### src/fcp_pkg.sv
// constants, register map and command codes of the flash command controller
package fcp_pkg;

   // ------------------------------------------------------------------
   // timing, pclk at 10 MHz
   // ------------------------------------------------------------------
   localparam int CLK_NS = 100;
   localparam int T_WP_NS = 100;
   localparam int T_RD_NS = 300;
   localparam int T_PROT_US = 100;
   localparam int T_UNPROT_MS = 10;
   localparam int WP_CYC = (T_WP_NS + CLK_NS - 1) / CLK_NS;
   localparam int RD_CYC = (T_RD_NS + CLK_NS - 1) / CLK_NS;
   localparam int PROT_CYC = (T_PROT_US * 1000 + CLK_NS - 1) / CLK_NS;
   localparam int UNPROT_CYC_DEF = (T_UNPROT_MS * 1000000 + CLK_NS - 1) / CLK_NS;
   localparam int POLL_LIMIT_DEF = 65535;

   // ------------------------------------------------------------------
   // register map (byte offsets) and reset values
   // ------------------------------------------------------------------
   localparam logic [7:0] OFS_CTRL = 8'h00;
   localparam logic [7:0] OFS_ADDR = 8'h04;
   localparam logic [7:0] OFS_WDATA = 8'h08;
   localparam logic [7:0] OFS_STATUS = 8'h0c;
   localparam logic [7:0] OFS_RDATA = 8'h10;
   localparam logic [7:0] OFS_PINS = 8'h14;
   localparam logic [2:0] PINS_RST = 3'h4;
   localparam int ST_BUSY = 0;
   localparam int ST_DQ5_ERR = 1;
   localparam int ST_TIMEOUT = 2;
   localparam int ST_UNPROT_FAIL = 3;
   localparam int ST_REJECT = 4;
   localparam int PIN_BYTE = 0;
   localparam int PIN_TEMP_UNPROT = 1;
   localparam int PIN_RESET = 2;

   // ------------------------------------------------------------------
   // coded cycle addresses, as {a16..a0, a_minus1}
   // ------------------------------------------------------------------
   localparam logic [17:0] U1_WORD = {17'h05555, 1'b0};
   localparam logic [17:0] U2_WORD = {17'h02aaa, 1'b0};
   localparam logic [17:0] U1_BYTE = 18'h0aaaa;
   localparam logic [17:0] U2_BYTE = 18'h05555;

   // ------------------------------------------------------------------
   // flash command data
   // ------------------------------------------------------------------
   localparam logic [7:0] D_UNLOCK1 = 8'haa;
   localparam logic [7:0] D_UNLOCK2 = 8'h55;
   localparam logic [7:0] D_READ_RESET = 8'hf0;
   localparam logic [7:0] D_AUTOSELECT = 8'h90;
   localparam logic [7:0] D_PROGRAM = 8'ha0;
   localparam logic [7:0] D_ERASE_SETUP = 8'h80;
   localparam logic [7:0] D_BLOCK_CONFIRM = 8'h30;
   localparam logic [7:0] D_CHIP_CONFIRM = 8'h10;
   localparam logic [7:0] D_SUSPEND = 8'hb0;
   localparam logic [7:0] D_STATUS_MASK = 8'hec;

   // ------------------------------------------------------------------
   // controller orders written to the ctrl register
   // ------------------------------------------------------------------
   typedef enum logic [3:0] {
      C_READ, C_RESET1, C_RESET3, C_AUTOSEL, C_PROGRAM, C_BLOCK_ERASE,
      C_CHIP_ERASE, C_SUSPEND, C_RESUME, C_PROT_READ, C_UNPROT_ALL
   } fcp_cmd_t;

   typedef enum logic [1:0] {K_WR, K_RD, K_POLL, K_END} fcp_kind_t;

endpackage : fcp_pkg

### src/fcp_bus_cycle.sv
// one asynchronous flash bus cycle: address, strobe pulse, data in or out
`timescale 1ns/1ps
module fcp_bus_cycle
   import fcp_pkg::*;
(
   input wire logic pclk,
   input wire logic presetn,
   input wire logic start,
   input wire logic wr,
   input wire logic byte_mode,
   input wire logic [17:0] pin_addr,
   input wire logic [15:0] wdata,
   input wire logic [16:0] len,
   output logic done,
   output logic [15:0] rdata,
   output logic flash_ce_n,
   output logic flash_oe_n,
   output logic flash_we_n,
   output logic [16:0] flash_addr,
   output logic [15:0] flash_dq_o,
   output logic [15:0] flash_dq_oe,
   input wire logic [15:0] flash_dq_i
);

   typedef enum logic [1:0] {B_IDLE, B_SETUP, B_PULSE, B_HOLD} fcp_bstate_t;

   fcp_bstate_t state_q;
   logic wr_q;
   logic [17:0] addr_q;
   logic [15:0] data_q;
   logic [16:0] cnt_q;
   logic [15:0] dq_s1_q;
   logic [15:0] dq_s2_q;

   // ------------------------------------------------------------------
   // sequencing
   // ------------------------------------------------------------------
   always_ff @(posedge pclk or negedge presetn) begin
      if (!presetn) begin
         state_q <= B_IDLE;
         cnt_q <= '0;
      end else begin
         case (state_q)
            B_IDLE: begin
               if (start) begin
                  state_q <= B_SETUP;
               end
            end
            B_SETUP: begin
               state_q <= B_PULSE;
               cnt_q <= len;
            end
            B_PULSE: begin
               if (cnt_q <= 17'h00001) begin
                  state_q <= B_HOLD;
               end else begin
                  cnt_q <= cnt_q - 17'h00001;
               end
            end
            B_HOLD: state_q <= B_IDLE;
            default: state_q <= B_IDLE;
         endcase
      end
   end

   always_ff @(posedge pclk or negedge presetn) begin
      if (!presetn) begin
         wr_q <= 1'b0;
         addr_q <= '0;
         data_q <= '0;
      end else if (state_q == B_IDLE && start) begin
         wr_q <= wr;
         addr_q <= pin_addr;
         data_q <= wdata;
      end
   end

   // ------------------------------------------------------------------
   // read data: pins are asynchronous, two flops before use
   // ------------------------------------------------------------------
   always_ff @(posedge pclk or negedge presetn) begin
      if (!presetn) begin
         dq_s1_q <= '0;
         dq_s2_q <= '0;
         rdata <= '0;
      end else begin
         dq_s1_q <= flash_dq_i;
         dq_s2_q <= dq_s1_q;
         if (state_q == B_PULSE && cnt_q <= 17'h00001 && !wr_q) begin
            rdata <= dq_s2_q;
         end
      end
   end

   // data stays driven through hold so it is stable at the rising write strobe
   assign done = (state_q == B_HOLD);
   assign flash_ce_n = (state_q == B_IDLE);
   assign flash_we_n = !(state_q == B_PULSE && wr_q);
   assign flash_oe_n = !(state_q == B_PULSE && !wr_q);
   assign flash_addr = addr_q[17:1];
   assign flash_dq_o = byte_mode ? {addr_q[0], 7'h00, data_q[7:0]} : data_q;
   // in byte mode the top data pin carries address bit minus one
   assign flash_dq_oe = (state_q != B_IDLE && wr_q) ? (byte_mode ? 16'h80ff : 16'hffff)
                      : (byte_mode ? 16'h8000 : 16'h0000);

endmodule : fcp_bus_cycle

### src/fcp_ctrl.sv
// apb-driven host controller for the flash command, protection and polling interface
// What this block does
// - protect every block before starting the unprotect-all operation
// - unprotect starts on falling write strobe with high voltages; ends 10 ms later
// - unprotect verify reads 00h per block; each block checked separately
// - instructions take one to six bus cycles, the first writes
// - multi-cycle instructions start with two unlock writes; erase confirm repeats them
// - host masks reserved status bits 0, 1 and 4
// - poll only while busy, at programmed address or inside erasing block
// - read reset is f0h alone or after the two unlock writes
//
// Local design decisions: the APB slave port and the address map.
`timescale 1ns/1ps
module fcp_ctrl
   import fcp_pkg::*;
#(
   parameter int UNPROT_CYC = UNPROT_CYC_DEF,
   parameter int POLL_LIMIT = POLL_LIMIT_DEF
) (
   input wire logic pclk,
   input wire logic presetn,
   input wire logic psel,
   input wire logic penable,
   input wire logic pwrite,
   input wire logic [7:0] paddr,
   input wire logic [31:0] pwdata,
   output logic [31:0] prdata,
   output logic pready,
   output logic pslverr,
   output logic flash_ce_n,
   output logic flash_oe_n,
   output logic flash_we_n,
   output logic [16:0] flash_addr,
   output logic [15:0] flash_dq_o,
   output logic [15:0] flash_dq_oe,
   input wire logic [15:0] flash_dq_i,
   output logic flash_byte_n,
   output logic reset_unprotect_pin_low,
   output logic reset_unprotect_pin_hv,
   output logic a9_hv,
   output logic oe_hv,
   output logic ce_hv
);

   typedef enum logic [1:0] {S_IDLE, S_ISSUE, S_WAIT} fcp_state_t;

   fcp_state_t state_q;
   fcp_cmd_t cmd_q;
   logic [2:0] idx_q;
   logic [1:0] phase_q;
   logic [4:0] blk_q;
   logic [17:0] addr_q;
   logic [15:0] wdata_q;
   logic [15:0] rdata_q;
   logic [2:0] pins_q;
   logic [4:1] flags_q;
   logic [16:0] polls_q;
   logic dq5_seen_q;
   logic [31:0] prdata_q;

   fcp_kind_t kind;
   logic [17:0] st_addr;
   logic [7:0] st_data;
   logic [16:0] st_len;
   logic [17:0] user_pa;
   logic [17:0] u1;
   logic [17:0] u2;
   logic bc_start;
   logic bc_done;
   logic [15:0] bc_rdata;
   logic byte_mode;
   logic erase_poll;
   logic exp_dq7;
   logic poll_ok;
   logic apb_wr;
   logic apb_setup;
   logic mapped;

   assign byte_mode = pins_q[PIN_BYTE];
   assign user_pa = byte_mode ? addr_q : {addr_q[16:0], 1'b0};
   assign u1 = byte_mode ? U1_BYTE : U1_WORD;
   assign u2 = byte_mode ? U2_BYTE : U2_WORD;

   // ------------------------------------------------------------------
   // step table: what each bus cycle of an order is
   // ------------------------------------------------------------------
   always_comb begin
      kind = K_END;
      st_addr = user_pa;
      st_data = 8'h00;
      st_len = 17'(WP_CYC);
      case (cmd_q)
         C_READ: begin
            if (idx_q == 3'd0) begin
               kind = K_RD;
            end
         end
         C_RESET1, C_RESUME: begin
            if (idx_q == 3'd0) begin
               kind = K_WR;
               st_data = (cmd_q == C_RESET1) ? D_READ_RESET : D_BLOCK_CONFIRM;
            end
         end
         C_SUSPEND: begin
            kind = (idx_q == 3'd0) ? K_WR : (idx_q == 3'd1) ? K_POLL : K_END;
            st_data = D_SUSPEND;
         end
         C_UNPROT_ALL: begin
            if (phase_q == 2'd0) begin
               // protect pass over every block address first
               kind = K_WR;
               st_addr = {blk_q, 13'h0000};
               st_len = 17'(PROT_CYC);
            end else if (phase_q == 2'd1) begin
               kind = K_WR;
               st_addr = {1'b0, 1'b1, 2'b00, 1'b1, 13'h0000};
               st_len = 17'(UNPROT_CYC);
            end else if (phase_q == 2'd2) begin
               kind = K_RD;
               st_addr = {blk_q, 5'h00, 1'b1, 4'h0, 3'b100};
               st_len = 17'(RD_CYC);
            end
         end
         default: begin
            // all remaining orders open with the two unlock writes
            if (idx_q == 3'd0 || (idx_q == 3'd3 && (cmd_q == C_BLOCK_ERASE ||
                cmd_q == C_CHIP_ERASE))) begin
               kind = K_WR;
               st_addr = u1;
               st_data = D_UNLOCK1;
            end else if (idx_q == 3'd1 || (idx_q == 3'd4 && (cmd_q == C_BLOCK_ERASE ||
                         cmd_q == C_CHIP_ERASE))) begin
               kind = K_WR;
               st_addr = u2;
               st_data = D_UNLOCK2;
            end else if (idx_q == 3'd2) begin
               kind = K_WR;
               st_addr = u1;
               case (cmd_q)
                  C_RESET3: st_data = D_READ_RESET;
                  C_PROGRAM: st_data = D_PROGRAM;
                  C_AUTOSEL, C_PROT_READ: st_data = D_AUTOSELECT;
                  default: st_data = D_ERASE_SETUP;
               endcase
            end else if (idx_q == 3'd3) begin
               kind = (cmd_q == C_PROGRAM) ? K_WR : (cmd_q == C_RESET3) ? K_END : K_RD;
               st_data = wdata_q[7:0];
               if (cmd_q == C_PROT_READ) begin
                  st_addr = {user_pa[17:3], 2'b10, user_pa[0]};
               end
            end else if (idx_q == 3'd4 && cmd_q == C_PROGRAM) begin
               kind = K_POLL;
            end else if (idx_q == 3'd5 && cmd_q != C_PROGRAM) begin
               kind = K_WR;
               st_addr = (cmd_q == C_CHIP_ERASE) ? u1 : user_pa;
               st_data = (cmd_q == C_CHIP_ERASE) ? D_CHIP_CONFIRM : D_BLOCK_CONFIRM;
            end else if (idx_q == 3'd6) begin
               kind = K_POLL;
            end
         end
      endcase
      if (kind == K_RD || kind == K_POLL) begin
         if (cmd_q != C_UNPROT_ALL) begin
            st_len = 17'(RD_CYC);
         end
      end
   end

   // ------------------------------------------------------------------
   // data polling decision
   // ------------------------------------------------------------------
   assign erase_poll = (cmd_q != C_PROGRAM);
   // program polls for the true bit; erase and suspend wait for one
   assign exp_dq7 = erase_poll ? 1'b1 : wdata_q[7];
   assign poll_ok = (bc_rdata[7] == exp_dq7);
   assign bc_start = (state_q == S_ISSUE) && (kind != K_END);

   // ------------------------------------------------------------------
   // order sequencer
   // ------------------------------------------------------------------
   always_ff @(posedge pclk or negedge presetn) begin
      if (!presetn) begin
         state_q <= S_IDLE;
      end else begin
         case (state_q)
            S_IDLE: begin
               if (apb_wr && paddr == OFS_CTRL) begin
                  state_q <= S_ISSUE;
               end
            end
            S_ISSUE: state_q <= (kind == K_END) ? S_IDLE : S_WAIT;
            S_WAIT: begin
               if (bc_done) begin
                  state_q <= S_ISSUE;
               end
            end
            default: state_q <= S_IDLE;
         endcase
      end
   end

   always_ff @(posedge pclk or negedge presetn) begin
      if (!presetn) begin
         idx_q <= '0;
         phase_q <= '0;
         blk_q <= '0;
         polls_q <= '0;
         dq5_seen_q <= 1'b0;
      end else if (state_q == S_IDLE) begin
         idx_q <= '0;
         phase_q <= '0;
         blk_q <= '0;
         polls_q <= '0;
         dq5_seen_q <= 1'b0;
      end else if (state_q == S_WAIT && bc_done) begin
         if (cmd_q == C_UNPROT_ALL) begin
            blk_q <= (phase_q == 2'd1) ? blk_q : blk_q + 5'd1;
            if (phase_q == 2'd1 || blk_q == 5'h1f) begin
               phase_q <= phase_q + 2'd1;
            end
         end else if (kind != K_POLL || poll_ok) begin
            idx_q <= idx_q + 3'd1;
         end else if (dq5_seen_q || polls_q == 17'(POLL_LIMIT - 1)) begin
            // second miss after a dq5 error, or too many reads: give up
            idx_q <= 3'd7;
         end else begin
            // a stuck zero from an all-protected erase ends on the poll limit
            polls_q <= polls_q + 17'd1;
            dq5_seen_q <= bc_rdata[5];
         end
      end
   end

   // ------------------------------------------------------------------
   // status flags; a new order clears them, hardware sets win
   // ------------------------------------------------------------------
   always_ff @(posedge pclk or negedge presetn) begin
      if (!presetn) begin
         flags_q <= '0;
      end else begin
         if (state_q == S_IDLE && apb_wr && paddr == OFS_CTRL) begin
            flags_q <= '0;
         end
         if (state_q != S_IDLE && apb_wr && paddr == OFS_CTRL) begin
            flags_q[ST_REJECT] <= 1'b1;
         end
         if (state_q == S_WAIT && bc_done && kind == K_POLL && !poll_ok) begin
            if (dq5_seen_q) begin
               flags_q[ST_DQ5_ERR] <= 1'b1;
            end else if (polls_q == 17'(POLL_LIMIT - 1)) begin
               flags_q[ST_TIMEOUT] <= 1'b1;
            end
         end
         if (state_q == S_WAIT && bc_done && cmd_q == C_UNPROT_ALL && phase_q == 2'd2 &&
             bc_rdata[7:0] != 8'h00) begin
            flags_q[ST_UNPROT_FAIL] <= 1'b1;
         end
      end
   end

   // word-mode reads keep the whole word, byte-mode reads only the low byte; status reads drop the reserved bits
   always_ff @(posedge pclk or negedge presetn) begin
      if (!presetn) begin
         rdata_q <= '0;
      end else if (state_q == S_WAIT && bc_done && kind == K_POLL) begin
         rdata_q <= {8'h00, bc_rdata[7:0] & D_STATUS_MASK};
      end else if (state_q == S_WAIT && bc_done && kind == K_RD) begin
         // word mode autoselect bytes arrive with the upper byte at zero
         rdata_q <= byte_mode ? {8'h00, bc_rdata[7:0]} : bc_rdata;
      end
   end

   // high voltages for the programming-equipment unprotect pass
   always_ff @(posedge pclk or negedge presetn) begin
      if (!presetn) begin
         a9_hv <= 1'b0;
         oe_hv <= 1'b0;
         ce_hv <= 1'b0;
      end else begin
         a9_hv <= (state_q != S_IDLE) && (cmd_q == C_UNPROT_ALL) && (phase_q != 2'd3);
         oe_hv <= (state_q != S_IDLE) && (cmd_q == C_UNPROT_ALL) && (phase_q <= 2'd1);
         ce_hv <= (state_q != S_IDLE) && (cmd_q == C_UNPROT_ALL) && (phase_q == 2'd1);
      end
   end

   // ------------------------------------------------------------------
   // apb slave, always ready
   // ------------------------------------------------------------------
   assign apb_wr = psel && penable && pwrite;
   assign apb_setup = psel && !penable;
   assign mapped = (paddr == OFS_CTRL) || (paddr == OFS_ADDR) || (paddr == OFS_WDATA) ||
                   (paddr == OFS_STATUS) || (paddr == OFS_RDATA) || (paddr == OFS_PINS);
   assign pready = 1'b1;
   assign pslverr = psel && penable && !mapped;
   assign prdata = prdata_q;

   always_ff @(posedge pclk or negedge presetn) begin
      if (!presetn) begin
         cmd_q <= C_READ;
         addr_q <= '0;
         wdata_q <= '0;
         pins_q <= PINS_RST;
      end else if (apb_wr) begin
         case (paddr)
            OFS_CTRL: begin
               if (state_q == S_IDLE) begin
                  // unknown codes fall back to a plain array read
                  cmd_q <= (pwdata[3:0] > 4'(C_UNPROT_ALL)) ? C_READ : fcp_cmd_t'(pwdata[3:0]);
               end
            end
            OFS_ADDR: addr_q <= pwdata[17:0];
            OFS_WDATA: wdata_q <= pwdata[15:0];
            OFS_PINS: pins_q <= pwdata[2:0];
            default: ;
         endcase
      end
   end

   always_ff @(posedge pclk or negedge presetn) begin
      if (!presetn) begin
         prdata_q <= '0;
      end else if (apb_setup && !pwrite) begin
         case (paddr)
            OFS_CTRL: prdata_q <= {28'h0000000, cmd_q};
            OFS_ADDR: prdata_q <= {14'h0000, addr_q};
            OFS_WDATA: prdata_q <= {16'h0000, wdata_q};
            OFS_STATUS: prdata_q <= {27'h0000000, flags_q, state_q != S_IDLE};
            OFS_RDATA: prdata_q <= {16'h0000, rdata_q};
            OFS_PINS: prdata_q <= {29'h00000000, pins_q};
            default: prdata_q <= '0;
         endcase
      end
   end

   // temporary unprotect holds the reset pin at high voltage until cleared
   assign reset_unprotect_pin_hv = pins_q[PIN_TEMP_UNPROT];
   assign reset_unprotect_pin_low = pins_q[PIN_RESET];
   assign flash_byte_n = !byte_mode;

   fcp_bus_cycle u_cycle (
      .pclk(pclk),
      .presetn(presetn),
      .start(bc_start),
      .wr(kind == K_WR),
      .byte_mode(byte_mode),
      .pin_addr(st_addr),
      .wdata({8'h00, st_data}),
      .len(st_len),
      .done(bc_done),
      .rdata(bc_rdata),
      .flash_ce_n(flash_ce_n),
      .flash_oe_n(flash_oe_n),
      .flash_we_n(flash_we_n),
      .flash_addr(flash_addr),
      .flash_dq_o(flash_dq_o),
      .flash_dq_oe(flash_dq_oe),
      .flash_dq_i(flash_dq_i)
   );

endmodule : fcp_ctrl

### config.mk
export PLATFORM = sky130hd
export DESIGN_NAME = fcp_ctrl
export DESIGN_NICKNAME = d
export VERILOG_FILES = /design/src/fcp_pkg.sv /design/src/fcp_bus_cycle.sv /design/src/fcp_ctrl.sv
export SDC_FILE = /design/constraint.sdc
export NUM_CORES = 1
export LEC_CHECK = 0
export BUFFER_PORTS_ARGS = -buffer_cell sky130_fd_sc_hd__buf_2
export CAP_MARGIN = 20
export CORE_MARGIN = 2
export CORE_UTILIZATION = 45
export DETAILED_ROUTE_END_ITERATION = 8
export GPL_TIMING_DRIVEN = 0
export HOLD_SLACK_MARGIN = 0.05
export PLACE_DENSITY_LB_ADDON = 0.15
export SETUP_SLACK_MARGIN = 0.5
export SYNTH_ARGS = -nofsm -noshare
export SYNTH_HDL_FRONTEND = slang
export SYNTH_SLANG_ARGS = --single-unit
export TNS_END_PERCENT = 5
### constraint.sdc
create_clock -name pclk -period 5.2 [get_ports pclk]
set_clock_uncertainty 0.1 [all_clocks]
set_input_delay 1.04 -clock pclk [delete_from_list [all_inputs] [get_ports pclk]]
set_output_delay 1.04 -clock pclk [all_outputs]
set_load 0.01 [all_outputs]
==> results.tsv <==
stage	metric	value	unit
run_status	status	finished clean	
synthesis	Seq cells post-synth	206	
floorplan	Rows	56	
detailed_routing	routed vias	8123	
worst_setup_path	CP max stage delay	0.52	ns
floorplan	I/O Pins	153	
cts	cts bufs inserted	23	
worst_setup_path	CP Data Required Time	5.57	ns
detailed_routing	final WL	26430	um
pwr	Final Power	4.253	mW
global_route	vias in the first global route	7813	
pwr	Leak Pwr	5.946	nW
synthesis	Synth cell types	86	
cts	Post-CTS Resized	0	
synthesis	cells after synthesis	992	
detailed_routing	drt initial violations	564	
worst_setup_path	Setup crit end kind	flip-flop	
pwr	Max VDD drop	246.0	uV
placed_design	RePlAce Congestion	0.8722	
synthesis	sequential area share after synthesis	48.90	%
cells_and_area	Fillers	2157	
cts	CTS Sinks	206	
cts	Reg clk slew, reported paths	0.06	ns
detailed_routing	Antenna Nets Post-Route	0	
cells_and_area	Sequential Area	0.005156	sq mm
synthesis	ys async rst share	100.0	%
sta	worst slew pin tran	0.9875	ns
cells_and_area	Multi-input gate area	0.004731	sq mm
synthesis	yosys warns	0	
detailed_routing	via/cell ratio	5.448	
floorplan	die area	0.02467	sq mm
floorplan	Initial Util	45.33	%
placed_design	Placed Instances	1448	
floorplan	chip height	157.1	um
cts	CTS Hold Bufs	0	
cts	postcts setup bufs	0	
cells_and_area	Layout Utilization	53.30	%
synthesis	Post-synth EDFFs	0	
worst_setup_path	critical-path cell list	clkbuf_1, or3b_2, and3_1, nand2_1, nor3_1, a221o_1, ha_1, nor3b_1, nand2_1, a31oi_1, a21boi_1, a22o_1	
pwr	pwr dens	343.0	mW/mm^2
cts	# H-tree levels	1	
sta	Pins Over Slew Limit	0	
synthesis	Synth Cell Area	0.01054	sq mm
global_route	largest net degree at the start of global routing	108	
cells_and_area	fin cells	1491	
worst_setup_path	CP Class	reg -> reg	
detailed_routing	DRC violations left	0	
detailed_routing	DRT Pass-1 Iters	5	
cts	Root Buffer	clkbuf_16	
cts	clk buf depth	3	
global_route	grt total ovfl	0	
global_route	global-route wire length before repair	42690	um
worst_setup_path	Crit path top cell by count	nand2_1	
sta	final setup violation count	0	
cells_and_area	leading cell type in the layout, fill and taps excluded	dfrtp_1	
hold_path	min-delay worst type	reg -> reg	
sta	RSZ-0062 raised after global routing	false	
sta	Relative slew margins	33.56	%
cts	clk_lat worst skew	0.53	ns
cells_and_area	fraction of layout cells with a size suffix above 1	26.30	%
synthesis	Syn Area/Cell	10.63	sq um
worst_setup_path	crit path max fanout	10	
cells_and_area	NumNets Final	1241	
synthesis	ys flop type	dfrtp_1	
sta	fin crit share	79.78	%
global_route	initial antenna violation count	3	
worst_setup_path	Crit path max-delay family	simple AND/OR/NAND/NOR gates	
placed_design	port bufs	115	
worst_setup_path	Worst EP arrival	4.52	ns
sta	Hold Vio Cnt, Final	0	
worst_setup_path	CP max stage cell	or3b_2	
cells_and_area	Area growth, synth to finish	17.60	%
placed_design	DP HPWL	19340	um
detailed_routing	DR WL/cell	17.72	um
worst_setup_path	CP Buf/Inv Count	1	
cells_and_area	most frequent cells in the layout	205 x dfrtp_1, 120 x buf_2, 86 x nand2_1	
floorplan	core footprint	0.02326	sq mm
sta	fmax	241.0	MHz
floorplan	Die W	157.1	um
job	Max Cap Viol	0	
global_route	gr usage total	21.69	%
worst_setup_path	crit path launch type	flip-flop	
sta	Min Clock Period, post-route	4.149	ns
cts	CTS tree	done	
-- where the power goes --
group,total (mW),switching (mW),internal [mW]
clock network,1.61,0.657,0.952
registers,1.89,0.126,1.77
logic,0.752,0.449,0.304
total,4.25,1.23,3.02
-- routing by layer --
metal | wire length [um] | part of all wire, % | track usage [%]
met5 | 30 | 0.11 | 0
met2 | 11390 | 43 | 32.35
met4 | 485 | 1.8 | 5.325
met3 | 1751 | 6.6 | 4.130
met1 | 12760 | 48 | 32.62
-- synthesized netlist by cell type (all sizes together) (23+ instances only) --
master | instances | area share [%]
a21oi | 49 | 2.3
o21ai | 46 | 2.4
mux2 | 66 | 7.0
dfrtp | 205 | 49
clkbuf | 30 | 1.1
nor2 | 63 | 2.4
ha | 25 | 3.0
a22o | 33 | 2.7
nand3 | 23 | 1.1
buf | 70 | 5.1
nand2 | 86 | 3.1
-- worst paths after layout --
kind,from,end,slack (ns),cells after the start
worst max-delay path,cmd_q[2],u_cycle.addr_q[11],1.05,12
worst min-delay path,u_cycle.dq_s1_q[3],u_cycle.dq_s2_q[3],0.23,0
worst max register to register,cmd_q[2],u_cycle.addr_q[11],1.05,12
worst min register to register,u_cycle.dq_s1_q[3],u_cycle.dq_s2_q[3],0.23,0
max in group asynchronous,presetn,u_cycle.rdata[15],3.55,2
min in group asynchronous,presetn,u_cycle.cnt_q[16],0.48,1
-- state kept, by name, summed over array words and instances (netlist names) --
register,count
pins_q,3
cmd_q,4
u_cycle.cnt_q,17
state_q,2
addr_q,18
flags_q,4
idx_q,3
u_cycle.dq_s1_q,16
polls_q,17
oe_hv,1
prdata,18
blk_q,5
u_cycle.rdata,16
wdata_q,16
u_cycle.data_q,8
phase_q,2
rdata_q,16
u_cycle.state_q,2
a9_hv,1
u_cycle.wr_q,1
dq5_seen_q,1
u_cycle.addr_q,18
ce_hv,1
u_cycle.dq_s2_q,16
-- cell families after synthesis --
family	after synthesis	synth area share, %
compound gates	239	15.97
buf+inv	123	6.942
other cells	2	0.07123
simple gates	303	15.38
mux	89	9.351
xor+xnor	5	0.4154
flops	206	48.90
fa+ha+maj	25	2.967
-- through the flow --
stage / area, sq um / setup WS (ns) / setup TNS [ns] / hold slack, ns
3_5_place_dp: 11640 / 1.115 / 0 / 0.2347
4_1_cts: 12390 / 1.094 / 0 / 0.2342
5_1_grt: 12400 / 0.7615 / 0 / 0.2389
6_report: 12400 / 1.051 / 0 / 0.2316
2_1_floorplan: 10620 / 1.929 / 0 / 0.2312
3_3_place_gp: 11590 / -0.5797 / -113.15 / 0.2315
-- cell type report --
cell class                      count  area share, %
Clock buffer                       33          5.429
Multi-Input combinational cell    683          38.15
Buffer                            100          5.207
Sequential cell                   206          41.58
Clock inverter                      8         0.6458
Antenna cell                        1        0.02018
Inverter                           23         0.6963
Tap cell                          319          3.219
Timing Repair Buffer              118          5.045
-- worst reg2reg max path, stage by stage (launching register included) --
cell and delay [ns]:
dfrtp_1 0.37, clkbuf_1 0.20, or3b_2 0.52, and3_1 0.26
nand2_1 0.20, nor3_1 0.14, a221o_1 0.36, ha_1 0.21
nor3b_1 0.28, nand2_1 0.25, a31oi_1 0.49, a21boi_1 0.51
a22o_1 0.20
No activity file was read; power rests on OpenSTA's default activity.
